==> src/escr_pkg.sv <==
package escr_pkg;

    // =====================================================================
    // control register indices
    // =====================================================================
    localparam logic [4:0] REG_STATUS    = 5'h00;
    localparam logic [4:0] REG_SAVED_EXC  = 5'h01;
    localparam logic [4:0] REG_SAVED_BRK  = 5'h02;
    localparam logic [4:0] REG_INT_MASK   = 5'h03;
    localparam logic [4:0] REG_INT_LEVELS = 5'h04;
    localparam logic [4:0] REG_PROC_ID    = 5'h05;
    localparam logic [4:0] REG_EXCEPTION  = 5'h07;
    localparam logic [4:0] REG_PAGE_TABLE = 5'h08;

    // =====================================================================
    // field positions and reset values
    // =====================================================================
    localparam int         POS_INT_EN     = 0;
    localparam int         POS_USER       = 1;
    localparam int         POS_HANDLER    = 2;
    localparam int         CAUSE_LSB      = 2;
    localparam int         CAUSE_W        = 5;
    localparam int         PAGE_NUM_LSB   = 2;
    localparam int         PAGE_NUM_W     = 20;
    localparam int         BASE_LSB       = 22;
    localparam int         BASE_W         = 10;
    localparam logic [2:0] STATE_RESET    = 3'h0;
    localparam logic [4:0] CAUSE_RESET    = 5'h00;
    localparam logic [31:0] WORD_RESET    = 32'h0000_0000;
    // identifier default: arbitrary value
    localparam logic [31:0] CPU_ID_DEFAULT = 32'h0000_0000;

    // processor state word: handler, user, interrupt enable
    typedef struct packed {
        logic handler_active_flag;
        logic user_flag;
        logic global_interrupt_enable;
    } escr_state_t;

    // control-register access from the pipeline
    typedef struct packed {
        logic        rd;
        logic        wr;
        logic        supervisor;
        logic [4:0]  idx;
        logic [31:0] wdata;
    } escr_ctl_req_t;

    // exception events from the pipeline
    typedef struct packed {
        logic        take;
        logic        is_break;
        logic [4:0]  cause;
        logic        vpn_load;
        logic [19:0] virtual_page_number;
        logic        eret;
        logic        bret;
        logic        tlb_read;
        logic [19:0] tlb_vpn;
    } escr_exc_t;

endpackage

==> src/escr_regs.sv <==
`timescale 1ns/1ps
// Function
// - non-break exception saves state word to estate
// - saved exception state layout bits 2,1,0
// - exception return restores state from saved copy
// - break saves state word to break copy
// - saved break state layout bits 2,1,0
// - break return restores state from break copy
// - enable mask, one bit per request line
// - pending read returns live request levels
// - writes to pending register are ignored
// - identifier returns generation-time constant
// - writes to identifier are ignored
// - cause info only with extra info option, translation unit or protection unit
// - non-break exception writes highest-priority cause code
// - page-table register only with translation unit
// - hardware never writes table base field
// - page number loads on miss, violation, read
// - no exception page number load while handler active
// - state bit 0 is global interrupt enable
// - any exception sets handler active flag, with translation unit only
// - access only via control ops in supervisor
module escr_regs #(
    parameter int          NUM_IRQ     = 32,
    parameter bit          HAS_MMU     = 1'b1,
    parameter bit          HAS_MPU     = 1'b0,
    parameter bit          EXTRA_INFO  = 1'b0,
    parameter logic [31:0] CPU_ID      = escr_pkg::CPU_ID_DEFAULT  // arbitrary value
) (
    // clock and reset
    input  wire logic                   CLOCK_IN,
    input  wire logic                   RESET_IN,
    // control register access
    input  wire escr_pkg::escr_ctl_req_t CTL_REQ_IN,
    output logic [31:0]                 CTL_RDATA_OUT,
    // exception events
    input  wire escr_pkg::escr_exc_t    EXC_IN,
    // interrupt request pins
    input  wire logic [NUM_IRQ-1:0]     INTERRUPT_REQUEST_LINE_IN,
    // state and interrupt outputs
    output escr_pkg::escr_state_t       STATE_OUT,
    output logic                        IRQ_PENDING_OUT
);

    localparam bit INFO_ON = EXTRA_INFO | HAS_MMU | HAS_MPU;

    // =====================================================================
    // decode helpers
    // =====================================================================
    function automatic logic wr_hit(input logic ok, input logic [4:0] idx, input logic [4:0] target);
        return ok && (idx == target);
    endfunction

    // =====================================================================
    // request line synchroniser
    // =====================================================================
    logic [NUM_IRQ-1:0] irq_meta_ff;
    logic [NUM_IRQ-1:0] irq_sync_ff;
    logic [NUM_IRQ-1:0] nxt_irq_meta;
    logic [NUM_IRQ-1:0] nxt_irq_sync;

    always_comb begin
        nxt_irq_meta = INTERRUPT_REQUEST_LINE_IN;
        nxt_irq_sync = irq_meta_ff;
        if (RESET_IN) begin
            nxt_irq_meta = '0;
            nxt_irq_sync = '0;
        end
    end

    always_ff @(posedge CLOCK_IN) begin
        irq_meta_ff <= nxt_irq_meta;
        irq_sync_ff <= nxt_irq_sync;
    end

    // =====================================================================
    // register state
    // =====================================================================
    escr_pkg::escr_state_t status_ff;
    escr_pkg::escr_state_t saved_exc_ff;
    escr_pkg::escr_state_t saved_brk_ff;
    escr_pkg::escr_state_t nxt_status;
    escr_pkg::escr_state_t nxt_saved_exc;
    escr_pkg::escr_state_t nxt_saved_brk;
    logic [NUM_IRQ-1:0]    int_mask_ff;
    logic [NUM_IRQ-1:0]    nxt_int_mask;
    logic [4:0]            cause_ff;
    logic [4:0]            nxt_cause;
    logic [9:0]            table_base_field_ff;
    logic [9:0]            nxt_table_base_field;
    logic [19:0]           virtual_page_number_ff;
    logic [19:0]           nxt_virtual_page_number;
    logic                  wr_ok;
    logic                  rd_ok;

    function automatic escr_pkg::escr_state_t to_state(input logic [31:0] w);
        escr_pkg::escr_state_t s;
        s.handler_active_flag     = w[escr_pkg::POS_HANDLER];
        s.user_flag               = w[escr_pkg::POS_USER];
        s.global_interrupt_enable = w[escr_pkg::POS_INT_EN];
        return s;
    endfunction

    function automatic logic [31:0] from_state(input escr_pkg::escr_state_t s);
        logic [31:0] w;
        w                          = escr_pkg::WORD_RESET;
        w[escr_pkg::POS_HANDLER]   = s.handler_active_flag;
        w[escr_pkg::POS_USER]      = s.user_flag;
        w[escr_pkg::POS_INT_EN]    = s.global_interrupt_enable;
        return w;
    endfunction

    assign wr_ok = CTL_REQ_IN.wr & CTL_REQ_IN.supervisor;
    assign rd_ok = CTL_REQ_IN.rd & CTL_REQ_IN.supervisor;

    // =====================================================================
    // processor state word
    // =====================================================================
    // an exception wins over both returns, exception return over break return
    always_comb begin
        nxt_status = status_ff;
        if (wr_hit(wr_ok, CTL_REQ_IN.idx, escr_pkg::REG_STATUS)) begin
            nxt_status = to_state(CTL_REQ_IN.wdata);
        end
        if (EXC_IN.take) begin
            nxt_status.handler_active_flag     = 1'b1;
            nxt_status.user_flag               = 1'b0;
            nxt_status.global_interrupt_enable = 1'b0;
        end else if (EXC_IN.eret) begin
            nxt_status = saved_exc_ff;
        end else if (EXC_IN.bret) begin
            nxt_status = saved_brk_ff;
        end
        // handler flag only exists with a translation unit, user flag with a translation or protection unit
        if (!HAS_MMU) begin
            nxt_status.handler_active_flag = 1'b0;
        end
        if (!(HAS_MMU || HAS_MPU)) begin
            nxt_status.user_flag = 1'b0;
        end
        if (RESET_IN) begin
            nxt_status = escr_pkg::STATE_RESET;
        end
    end

    always_ff @(posedge CLOCK_IN) begin
        status_ff <= nxt_status;
    end

    // =====================================================================
    // saved copies of the state word
    // =====================================================================
    // hardware saves override a same-cycle software write
    always_comb begin
        nxt_saved_exc = saved_exc_ff;
        nxt_saved_brk = saved_brk_ff;
        if (wr_hit(wr_ok, CTL_REQ_IN.idx, escr_pkg::REG_SAVED_EXC)) begin
            nxt_saved_exc = to_state(CTL_REQ_IN.wdata);
        end
        if (wr_hit(wr_ok, CTL_REQ_IN.idx, escr_pkg::REG_SAVED_BRK)) begin
            nxt_saved_brk = to_state(CTL_REQ_IN.wdata);
        end
        if (EXC_IN.take) begin
            if (EXC_IN.is_break) begin
                nxt_saved_brk = status_ff;
            end else begin
                nxt_saved_exc = status_ff;
            end
        end
        if (RESET_IN) begin
            nxt_saved_exc = escr_pkg::STATE_RESET;
            nxt_saved_brk = escr_pkg::STATE_RESET;
        end
    end

    always_ff @(posedge CLOCK_IN) begin
        saved_exc_ff <= nxt_saved_exc;
        saved_brk_ff <= nxt_saved_brk;
    end

    // =====================================================================
    // interrupt enable mask
    // =====================================================================
    always_comb begin
        nxt_int_mask = int_mask_ff;
        if (wr_hit(wr_ok, CTL_REQ_IN.idx, escr_pkg::REG_INT_MASK)) begin
            nxt_int_mask = CTL_REQ_IN.wdata[NUM_IRQ-1:0];
        end
        if (RESET_IN) begin
            nxt_int_mask = '0;
        end
    end

    always_ff @(posedge CLOCK_IN) begin
        int_mask_ff <= nxt_int_mask;
    end

    // =====================================================================
    // exception cause
    // =====================================================================
    // read-only: no software write path exists
    always_comb begin
        nxt_cause = cause_ff;
        if (INFO_ON && EXC_IN.take && !EXC_IN.is_break) begin
            nxt_cause = EXC_IN.cause;
        end
        if (RESET_IN) begin
            nxt_cause = escr_pkg::CAUSE_RESET;
        end
    end

    always_ff @(posedge CLOCK_IN) begin
        cause_ff <= nxt_cause;
    end

    // =====================================================================
    // page-table address
    // =====================================================================
    // hardware page-number loads override a same-cycle software write
    always_comb begin
        nxt_table_base_field    = table_base_field_ff;
        nxt_virtual_page_number = virtual_page_number_ff;
        if (HAS_MMU && wr_hit(wr_ok, CTL_REQ_IN.idx, escr_pkg::REG_PAGE_TABLE)) begin
            nxt_table_base_field    = CTL_REQ_IN.wdata[escr_pkg::BASE_LSB +: escr_pkg::BASE_W];
            nxt_virtual_page_number = CTL_REQ_IN.wdata[escr_pkg::PAGE_NUM_LSB +: escr_pkg::PAGE_NUM_W];
        end
        if (HAS_MMU && EXC_IN.tlb_read) begin
            nxt_virtual_page_number = EXC_IN.tlb_vpn;
        end
        // a nested exception keeps the page number of the first one
        if (HAS_MMU && EXC_IN.take && !EXC_IN.is_break && EXC_IN.vpn_load &&
            !status_ff.handler_active_flag) begin
            nxt_virtual_page_number = EXC_IN.virtual_page_number;
        end
        if (RESET_IN) begin
            nxt_table_base_field    = '0;
            nxt_virtual_page_number = '0;
        end
    end

    always_ff @(posedge CLOCK_IN) begin
        table_base_field_ff    <= nxt_table_base_field;
        virtual_page_number_ff <= nxt_virtual_page_number;
    end

    // =====================================================================
    // read data
    // =====================================================================
    logic [31:0] rdata_ff;
    logic [31:0] nxt_rdata;

    always_comb begin
        nxt_rdata = escr_pkg::WORD_RESET;
        if (rd_ok) begin
            unique case (CTL_REQ_IN.idx)
                escr_pkg::REG_STATUS:   nxt_rdata = from_state(status_ff);
                escr_pkg::REG_SAVED_EXC:  nxt_rdata = from_state(saved_exc_ff);
                escr_pkg::REG_SAVED_BRK:  nxt_rdata = from_state(saved_brk_ff);
                escr_pkg::REG_INT_MASK:   nxt_rdata[NUM_IRQ-1:0] = int_mask_ff;
                // levels come only from the pins, so a write cannot alter them
                escr_pkg::REG_INT_LEVELS: nxt_rdata[NUM_IRQ-1:0] = irq_sync_ff;
                // a parameter, so a write cannot alter it
                escr_pkg::REG_PROC_ID:    nxt_rdata = CPU_ID;
                escr_pkg::REG_EXCEPTION: begin
                    if (INFO_ON) begin
                        nxt_rdata[escr_pkg::CAUSE_LSB +: escr_pkg::CAUSE_W] = cause_ff;
                    end
                end
                escr_pkg::REG_PAGE_TABLE: begin
                    if (HAS_MMU) begin
                        nxt_rdata[escr_pkg::BASE_LSB +: escr_pkg::BASE_W]         = table_base_field_ff;
                        nxt_rdata[escr_pkg::PAGE_NUM_LSB +: escr_pkg::PAGE_NUM_W] = virtual_page_number_ff;
                    end
                end
                default: ;
            endcase
        end
        if (RESET_IN) begin
            nxt_rdata = escr_pkg::WORD_RESET;
        end
    end

    always_ff @(posedge CLOCK_IN) begin
        rdata_ff <= nxt_rdata;
    end

    // =====================================================================
    // interrupt request to the pipeline
    // =====================================================================
    logic [NUM_IRQ-1:0] masked_req;

    assign masked_req = int_mask_ff & irq_sync_ff;

    // =====================================================================
    // outputs
    // =====================================================================
    assign CTL_RDATA_OUT   = rdata_ff;
    assign STATE_OUT       = status_ff;
    assign IRQ_PENDING_OUT = status_ff.global_interrupt_enable & (|masked_req);

endmodule // escr_regs

==> config.mk <==
export PLATFORM = sky130hd
export DESIGN_NAME = escr_regs
export DESIGN_NICKNAME = d
export VERILOG_FILES = /design/src/escr_pkg.sv /design/src/escr_regs.sv
export SDC_FILE = /design/constraint.sdc
export NUM_CORES = 1
export LEC_CHECK = 0
export ABC_AREA = 1
export BUFFER_PORTS_ARGS = -buffer_cell sky130_fd_sc_hd__buf_2
export CORE_AREA = 2 2 145 175
export DETAILED_ROUTE_END_ITERATION = 10
export DIE_AREA = 0 0 147 177
export GPL_TIMING_DRIVEN = 1
export PLACE_DENSITY_LB_ADDON = 0.08
export SKIP_LAST_GASP = 1
export SYNTH_ARGS = -nofsm -noshare
export SYNTH_HDL_FRONTEND = slang
export SYNTH_SLANG_ARGS = --single-unit
==> constraint.sdc <==
create_clock -name CLOCK_IN -period 1.85 [get_ports CLOCK_IN]
set_input_delay 0.37 -clock CLOCK_IN [delete_from_list [all_inputs] [get_ports CLOCK_IN]]
set_output_delay 0.37 -clock CLOCK_IN [all_outputs]
set_load 0.005 [all_outputs]
==> impl_metrics.yaml, run 1 <==
critical_path:
  rr_endpoint: "virtual_page_number_ff[0]"
  critical_path.endpoint: "IRQ_PENDING_OUT"
  critPathSlowestCell: "dfxtp_1"
  cp-end-kind: "output pin"
  slowest_delay_ns: 0.33
  crit_path_start_kind: "register"
  reg2reg_depth: 7
  cpMostUsedCell: "nand2_1"
  crit_fanout: 3
  rr_startpoint: "STATE_OUT[2]"
  critPathKind: "register to output pin"
  required_ns: 1.48
  cp-startpoint: "int_mask_ff[25]"
  crit_chain: "nand2_1 -> nand2_1 -> nor2_1 -> nand2_1 -> nor2_4 -> a21oi_1 -> buf_2"
  rrSetupSlack_ns: 0.21
  cp.arrival_ns: 1.40
final_layout:
  layout_commonest_cell: "nand2_1"
  stdcell_area_sq_um: 9140
  fin_util_pct: 37.4
  layout.nets: 1355
  n_antenna_cell: 0
  fin_cells: 1568
  fillers: 2694
  drive_gt1_share_pct: 21.2
  syn2layout_area_growth_pct: 26.8
  layout_common_cells: "315 x nand2_1, 166 x nor2_1, 159 x buf_2"
power_and_ir_drop:
  ir_drop_mv: 0.590
  power.total_mw: 8.46
  p_per_area_nw_per_um2: 925
  power.leakage_nw: 4.61
sta:
  final-setup-viol-count: 0
  rsz0062_at_grt: "yes"
  hold_violations: 0
  min_period_ns: 1.77
  clock.fmax_mhz: 564
  setup_slack_ns: 0.0755
  skew_ns: 0.00710
  worst_pin_slew_ns: 0.883
  slew_viol_final: 0
  maxSlewHeadroom_pct: 41.0
  finalCritPeriodShare_pct: 95.9
placed_design:
  port_buffers: 160
  dpl_worst_slack_ns: -0.0272
  dp_cells: 1535
  finalWeightedCongestion: 0.807
  post-dp-hpwl_microns: 15300
  placed_area_sq_um: 8430
detailed_routing:
  wl_met2_microns: 10100
  vias: 6618
  highest_layer: "met4"
  wl_per_cell_microns: 13.5
  firstDrtPassIters: 4
  drtIter0Drc: 309
  wl_microns: 21200
  route.detailed.drc: 0
  ant_nets: 0
  dr_wl_met3_microns: 1040
  wl_met1_microns: 9760
  viasPerCell: 4.22
synthesis:
  yosys.cell_types.count: 25
  synthCells: 1072
  synth_seq_area_share_pct: 47.8
  ys_seq_elements: 172
  syn_area_sq_um: 7210
  synth_top_area_share_pct: 47.8
  yosys_warnings: 0
  syn_area_per_cell_sq_um: 6.72
  syn_nets: 1197
  ys_top_cells_by_area: "dfxtp_1 48%, nand2_1 17%, nor2_1 8.9%, inv_1 8.2%, nand3_1 4.2%"
  synth_top_cell_by_area: "dfxtp_1"
cts:
  clockBufferDepth: 2
  hold_buffers: 0
  cts_tree: "yes"
  clk_pin_slew_ns: 0.07
  clock_latency_ns: 0.43
  htreeDepth: 4
  clock-sinks: 172
  cts_root_buf: "clkbuf_16"
  cts_inserted_buffers: 17
grt:
  antenna_found_initial: 0
  first_global_vias: 6295
  grt_max_degree: 92
  grt_overflow: 0
  groute.usage.overall_pct: 16.5
  grt_pass1_wl_microns: 33400
die:
  die_area_sq_um: 26000
  coreArea_sq_um: 24400
  die_h_microns: 177
  rows: 63
  ioPinCount: 161
  die-width_microns: 147
  start_util_pct: 29.5
status:
  outcome: "completed"
flow_run:
  drv_cap: 0
min_path:
  hp-class: "input pin to register"
[synthesized netlist by cell type (all sizes together)]
cell	count
clkinv	2
or2	1
o211ai	15
a21oi	39
nand4	5
nand3	62
nor3	2
inv	160
o21ai	63
clkbuf	27
nor2	178
dfxtp	172
buf	20
nand2	325
o22ai	1
[area by class of cell]
class / instances / area, sq um / share of cell area (%)
clock buffer: 20 / 467 / 5.11
clock inverter: 12 / 174 / 1.90
inverter: 162 / 609 / 6.67
multi-input combinational: 691 / 2970 / 32.5
sequential: 172 / 3460 / 37.9
tap: 325 / 407 / 4.45
timing repair buffer: 186 / 1050 / 11.5
[kinds of logic (layout without fill, tap and decap cells)]
family	Yosys count	in the layout	share of synthesized area, %
AO/OA/AOI/OAI	118	118	8.73
buffers and inverters	209	380	11.8
flip-flops	172	172	47.8
AND/OR/NAND/NOR	573	573	31.7
[registers in the layout, summed over array words and instances (netlist names)]
| name | cells |
|---|---|
| int_mask_ff | 32 |
| irq_meta_ff | 32 |
| virtual_page_number_ff | 20 |
| saved_brk_ff | 3 |
| saved_exc_ff | 3 |
| irq_sync_ff | 32 |
| STATE_OUT | 3 |
| cause_ff | 5 |
| table_base_field_ff | 10 |
| CTL_RDATA_OUT | 32 |
[critical path: cells and delay by family (launching register included)]
family	cells	cell delay (ns)
flops	1	0.33
buf+inv	1	0.14
simple gates	5	0.44
compound gates	1	0.07
[through the flow]
stage	hold WS, ns	setup TNS, ns
final	0.132	0
after global routing	0.133	-0.0238
after CTS	0.113	0
after detailed placement	0.392	-0.0753
after global placement	0.389	0
after floorplan	0.388	0
[worst min path at each step]
stage                                        startpoint              end  slack, ns  cells after the start
final                     INTERRUPT_REQUEST_LINE_IN[25]  irq_meta_ff[25]       0.13                      3
after global routing      INTERRUPT_REQUEST_LINE_IN[18]  irq_meta_ff[18]       0.13                      3
after CTS                 INTERRUPT_REQUEST_LINE_IN[25]  irq_meta_ff[25]       0.11                      3
after detailed placement                irq_meta_ff[18]  irq_sync_ff[18]       0.39                      2
after global placement                  irq_meta_ff[28]  irq_sync_ff[28]       0.39                      2
after floorplan                          irq_meta_ff[0]   irq_sync_ff[0]       0.39                      2
[report_power, final]
| part | switching [mW] | leakage (nW) | internal [mW] | total (mW) |
|---|---|---|---|---|
| clock | 1.59 | 0.316 | 2.28 | 3.88 |
| combinational | 0.432 | 2.88 | 0.268 | 0.700 |
| sequential | 0.0501 | 1.41 | 3.83 | 3.88 |
[per-layer routing]
| metal | global-route usage, % | up-vias |
|---|---|---|
| met5 | 0 | - |
| met4 | 4.69 | 0 |
| met3 | 3.22 | 19 |
| met2 | 28.3 | 157 |
| met1 | 21.2 | 2881 |
| li1 | - | 3561 |
[repair_timing]
item                                    4_1_cts  5_1_grt
gates resized for setup                       9       25
setup buffers                                 1        0
pin swaps                                     4       12
endpoints found under the setup margin        1        7
Power figures use the tool's default switching activity.
==> inputs of run 2 (changes only) <==
Settings changed: CTS_BUF_LIST from default to sky130_fd_sc_hd__clkbuf_8.
Clock period 1.85 ns to 2.1 ns, I/O delays scaled along.
==> run 2 against run 1 <==
Via count rose by 0.91%. Routed wire length rose by 0.92%. Hold slack improved by 0.015 ns. Flip-flop and latch count did not move. Register-to-register slack improved by 0.13 ns. Critical endpoint unchanged. Combinational power fell by 14%. First-iteration DRC count rose by 23%. Die area did not move. Final area fell by 3.7%.
==> impl_metrics.yaml, run 2 (synthesis gave the netlist of run 1 again) <==
power_and_ir_drop:
  p_sw_mw: 1.73
  combPwrFrac_pct: 9.2
  p_sw_share_pct: 26.5
  p_per_area_nw_per_um2: 742
  power.leakage_nw: 4.46
  clkPwrFrac_pct: 38.4
  ir_drop_mv: 0.365
  internal_power_mw: 4.80
  p_seq_share_pct: 52.3
final_layout:
  n_antenna_cell: 0
  layout_commonest_cell: "nand2_1"
  layout.nets: 1352
  drive_gt1_share_pct: 19.1
  syn2layout_area_growth_pct: 22.1
  layout_common_cells: "323 x nand2_1, 170 x dfxtp_1, 166 x nor2_1"
  fin_util_pct: 36.0
min_path:
  hp-class: "input pin to register"
grt:
  use_met1_pct: 21.5
  grtUsageMet3_pct: 3.69
  first_global_vias: 6273
  grt_overflow: 0
  groute.usage.overall_pct: 16.7
  antenna_found_initial: 1
  top_usage_layer: "met2"
  grt_pass1_wl_microns: 33700
  grtUsageMet2_pct: 28.2
  grt_max_degree: 49
detailed_routing:
  route.detailed.drc: 0
  wl_microns: 21400
  wl_per_cell_microns: 13.7
  drtIter0Drc: 379
  firstDrtPassIters: 6
  ant_nets: 0
  vias: 6678
  viasPerCell: 4.27
cts:
  htreeDepth: 4
  clk_pin_slew_ns: 0.10
  cts_root_buf: "clkbuf_8"
  hold_buffers: 0
  clock-sinks: 172
  cts_inserted_buffers: 17
  clockBufferDepth: 2
  clock_latency_ns: 0.47
  cts_tree: "yes"
critical_path:
  crit_fanout: 3
  required_ns: 1.68
  cpMostUsedCell: "nand2_1"
  cp_top_family: "simple AND/OR/NAND/NOR gates"
  rrSetupSlack_ns: 0.34
  path_buf_inv: 1
  critPathSlowestCell: "dfxtp_1"
  crit_path_start_kind: "register"
  slowest_delay_ns: 0.33
  cp-end-kind: "output pin"
  critPathKind: "register to output pin"
  crit_chain: "nand2_1 -> nand2_1 -> nor2_2 -> nand2_1 -> nor2_2 -> a21oi_1 -> buf_2"
  cp.arrival_ns: 1.50
die:
  die_h_microns: 177
  die_area_sq_um: 26000
  start_util_pct: 29.5
  ioPinCount: 161
  rows: 63
  die-width_microns: 147
  coreArea_sq_um: 24400
sta:
  finalCritPeriodShare_pct: 91.6
  setup_tns_ns: 0
  hold_slack_ns: 0.147
  final-setup-viol-count: 0
  worst_pin_slew_ns: 0.871
  slew_viol_final: 0
  min_period_ns: 1.92
  maxSlewHeadroom_pct: 41.8
  skew_ns: 0.0139
  hold_violations: 0
  clock.fmax_mhz: 520
  rsz0062_at_grt: "no"
status:
  outcome: "completed"
placed_design:
  post-dp-hpwl_microns: 15400
  finalWeightedCongestion: 0.797
  port_buffers: 160
flow_run:
  drv_cap: 0
[run 2: final timing paths]
path,startpoint,to,depth (start not counted)
setup / recovery,int_mask_ff[15],IRQ_PENDING_OUT,7
hold / removal,INTERRUPT_REQUEST_LINE_IN[21],irq_meta_ff[21],3
setup reg to reg,STATE_OUT[2],virtual_page_number_ff[10],7
hold reg to reg,irq_meta_ff[10],irq_sync_ff[10],2
[run 2: per-stage QoR]
stage	worst slack, ns	cell area, sq um	std cells	power, mW
6_report	0.175	8800	1564	6.53
2_1_floorplan	0.714	7210	1072	3.82
3_3_place_gp	0.239	8370	1533	4.11
5_1_grt	0.0220	8800	1564	6.86
3_5_place_dp	0.201	8370	1533	4.11
4_1_cts	0.0582	8790	1564	6.64
[run 2: final cells by class]
class                           instances  area (sq um)
Fill cell                            2776         15600
Sequential cell                       172          3450
Multi-Input combinational cell        691          2940
Timing Repair Buffer                  183           988
Inverter                              162           609
Tap cell                              325           407
Clock buffer                           17           234
Clock inverter                         14           180
[run 2: worst register-to-register path, stage by stage (launching register included)]
cell and delay, ns:
dfxtp_1 0.42, inv_1 0.12, nand3_2 0.09, nand2_1 0.08
nor2_4 0.69, nand2_1 0.12, nand2_1 0.09, nor2_1 0.05
[run 2: what timing repair did]
action / 4_1_cts / 5_1_grt
setup buffers: 0 / 0
resized for setup: 0 / 7
setup endpoints to repair: 0 / 1
[run 2: routing by layer]
| layer | share of wire (%) | vias to the layer above |
|---|---|---|
| met5 | 0.061 | - |
| met4 | 1.4 | 2 |
| met3 | 4.9 | 22 |
| met2 | 47 | 169 |
| met1 | 46 | 2935 |
| li1 | - | 3550 |
[run 2: power groups by stage]
stage / Combinational (mW) / Clock, mW / Sequential [mW]
3_5_place_dp: 0.610 / 0 / 3.50
4_1_cts: 0.614 / 2.60 / 3.42
6_report: 0.602 / 2.51 / 3.42
3_3_place_gp: 0.612 / 0 / 3.49
5_1_grt: 0.691 / 2.74 / 3.43
2_1_floorplan: 0.342 / 0 / 3.48
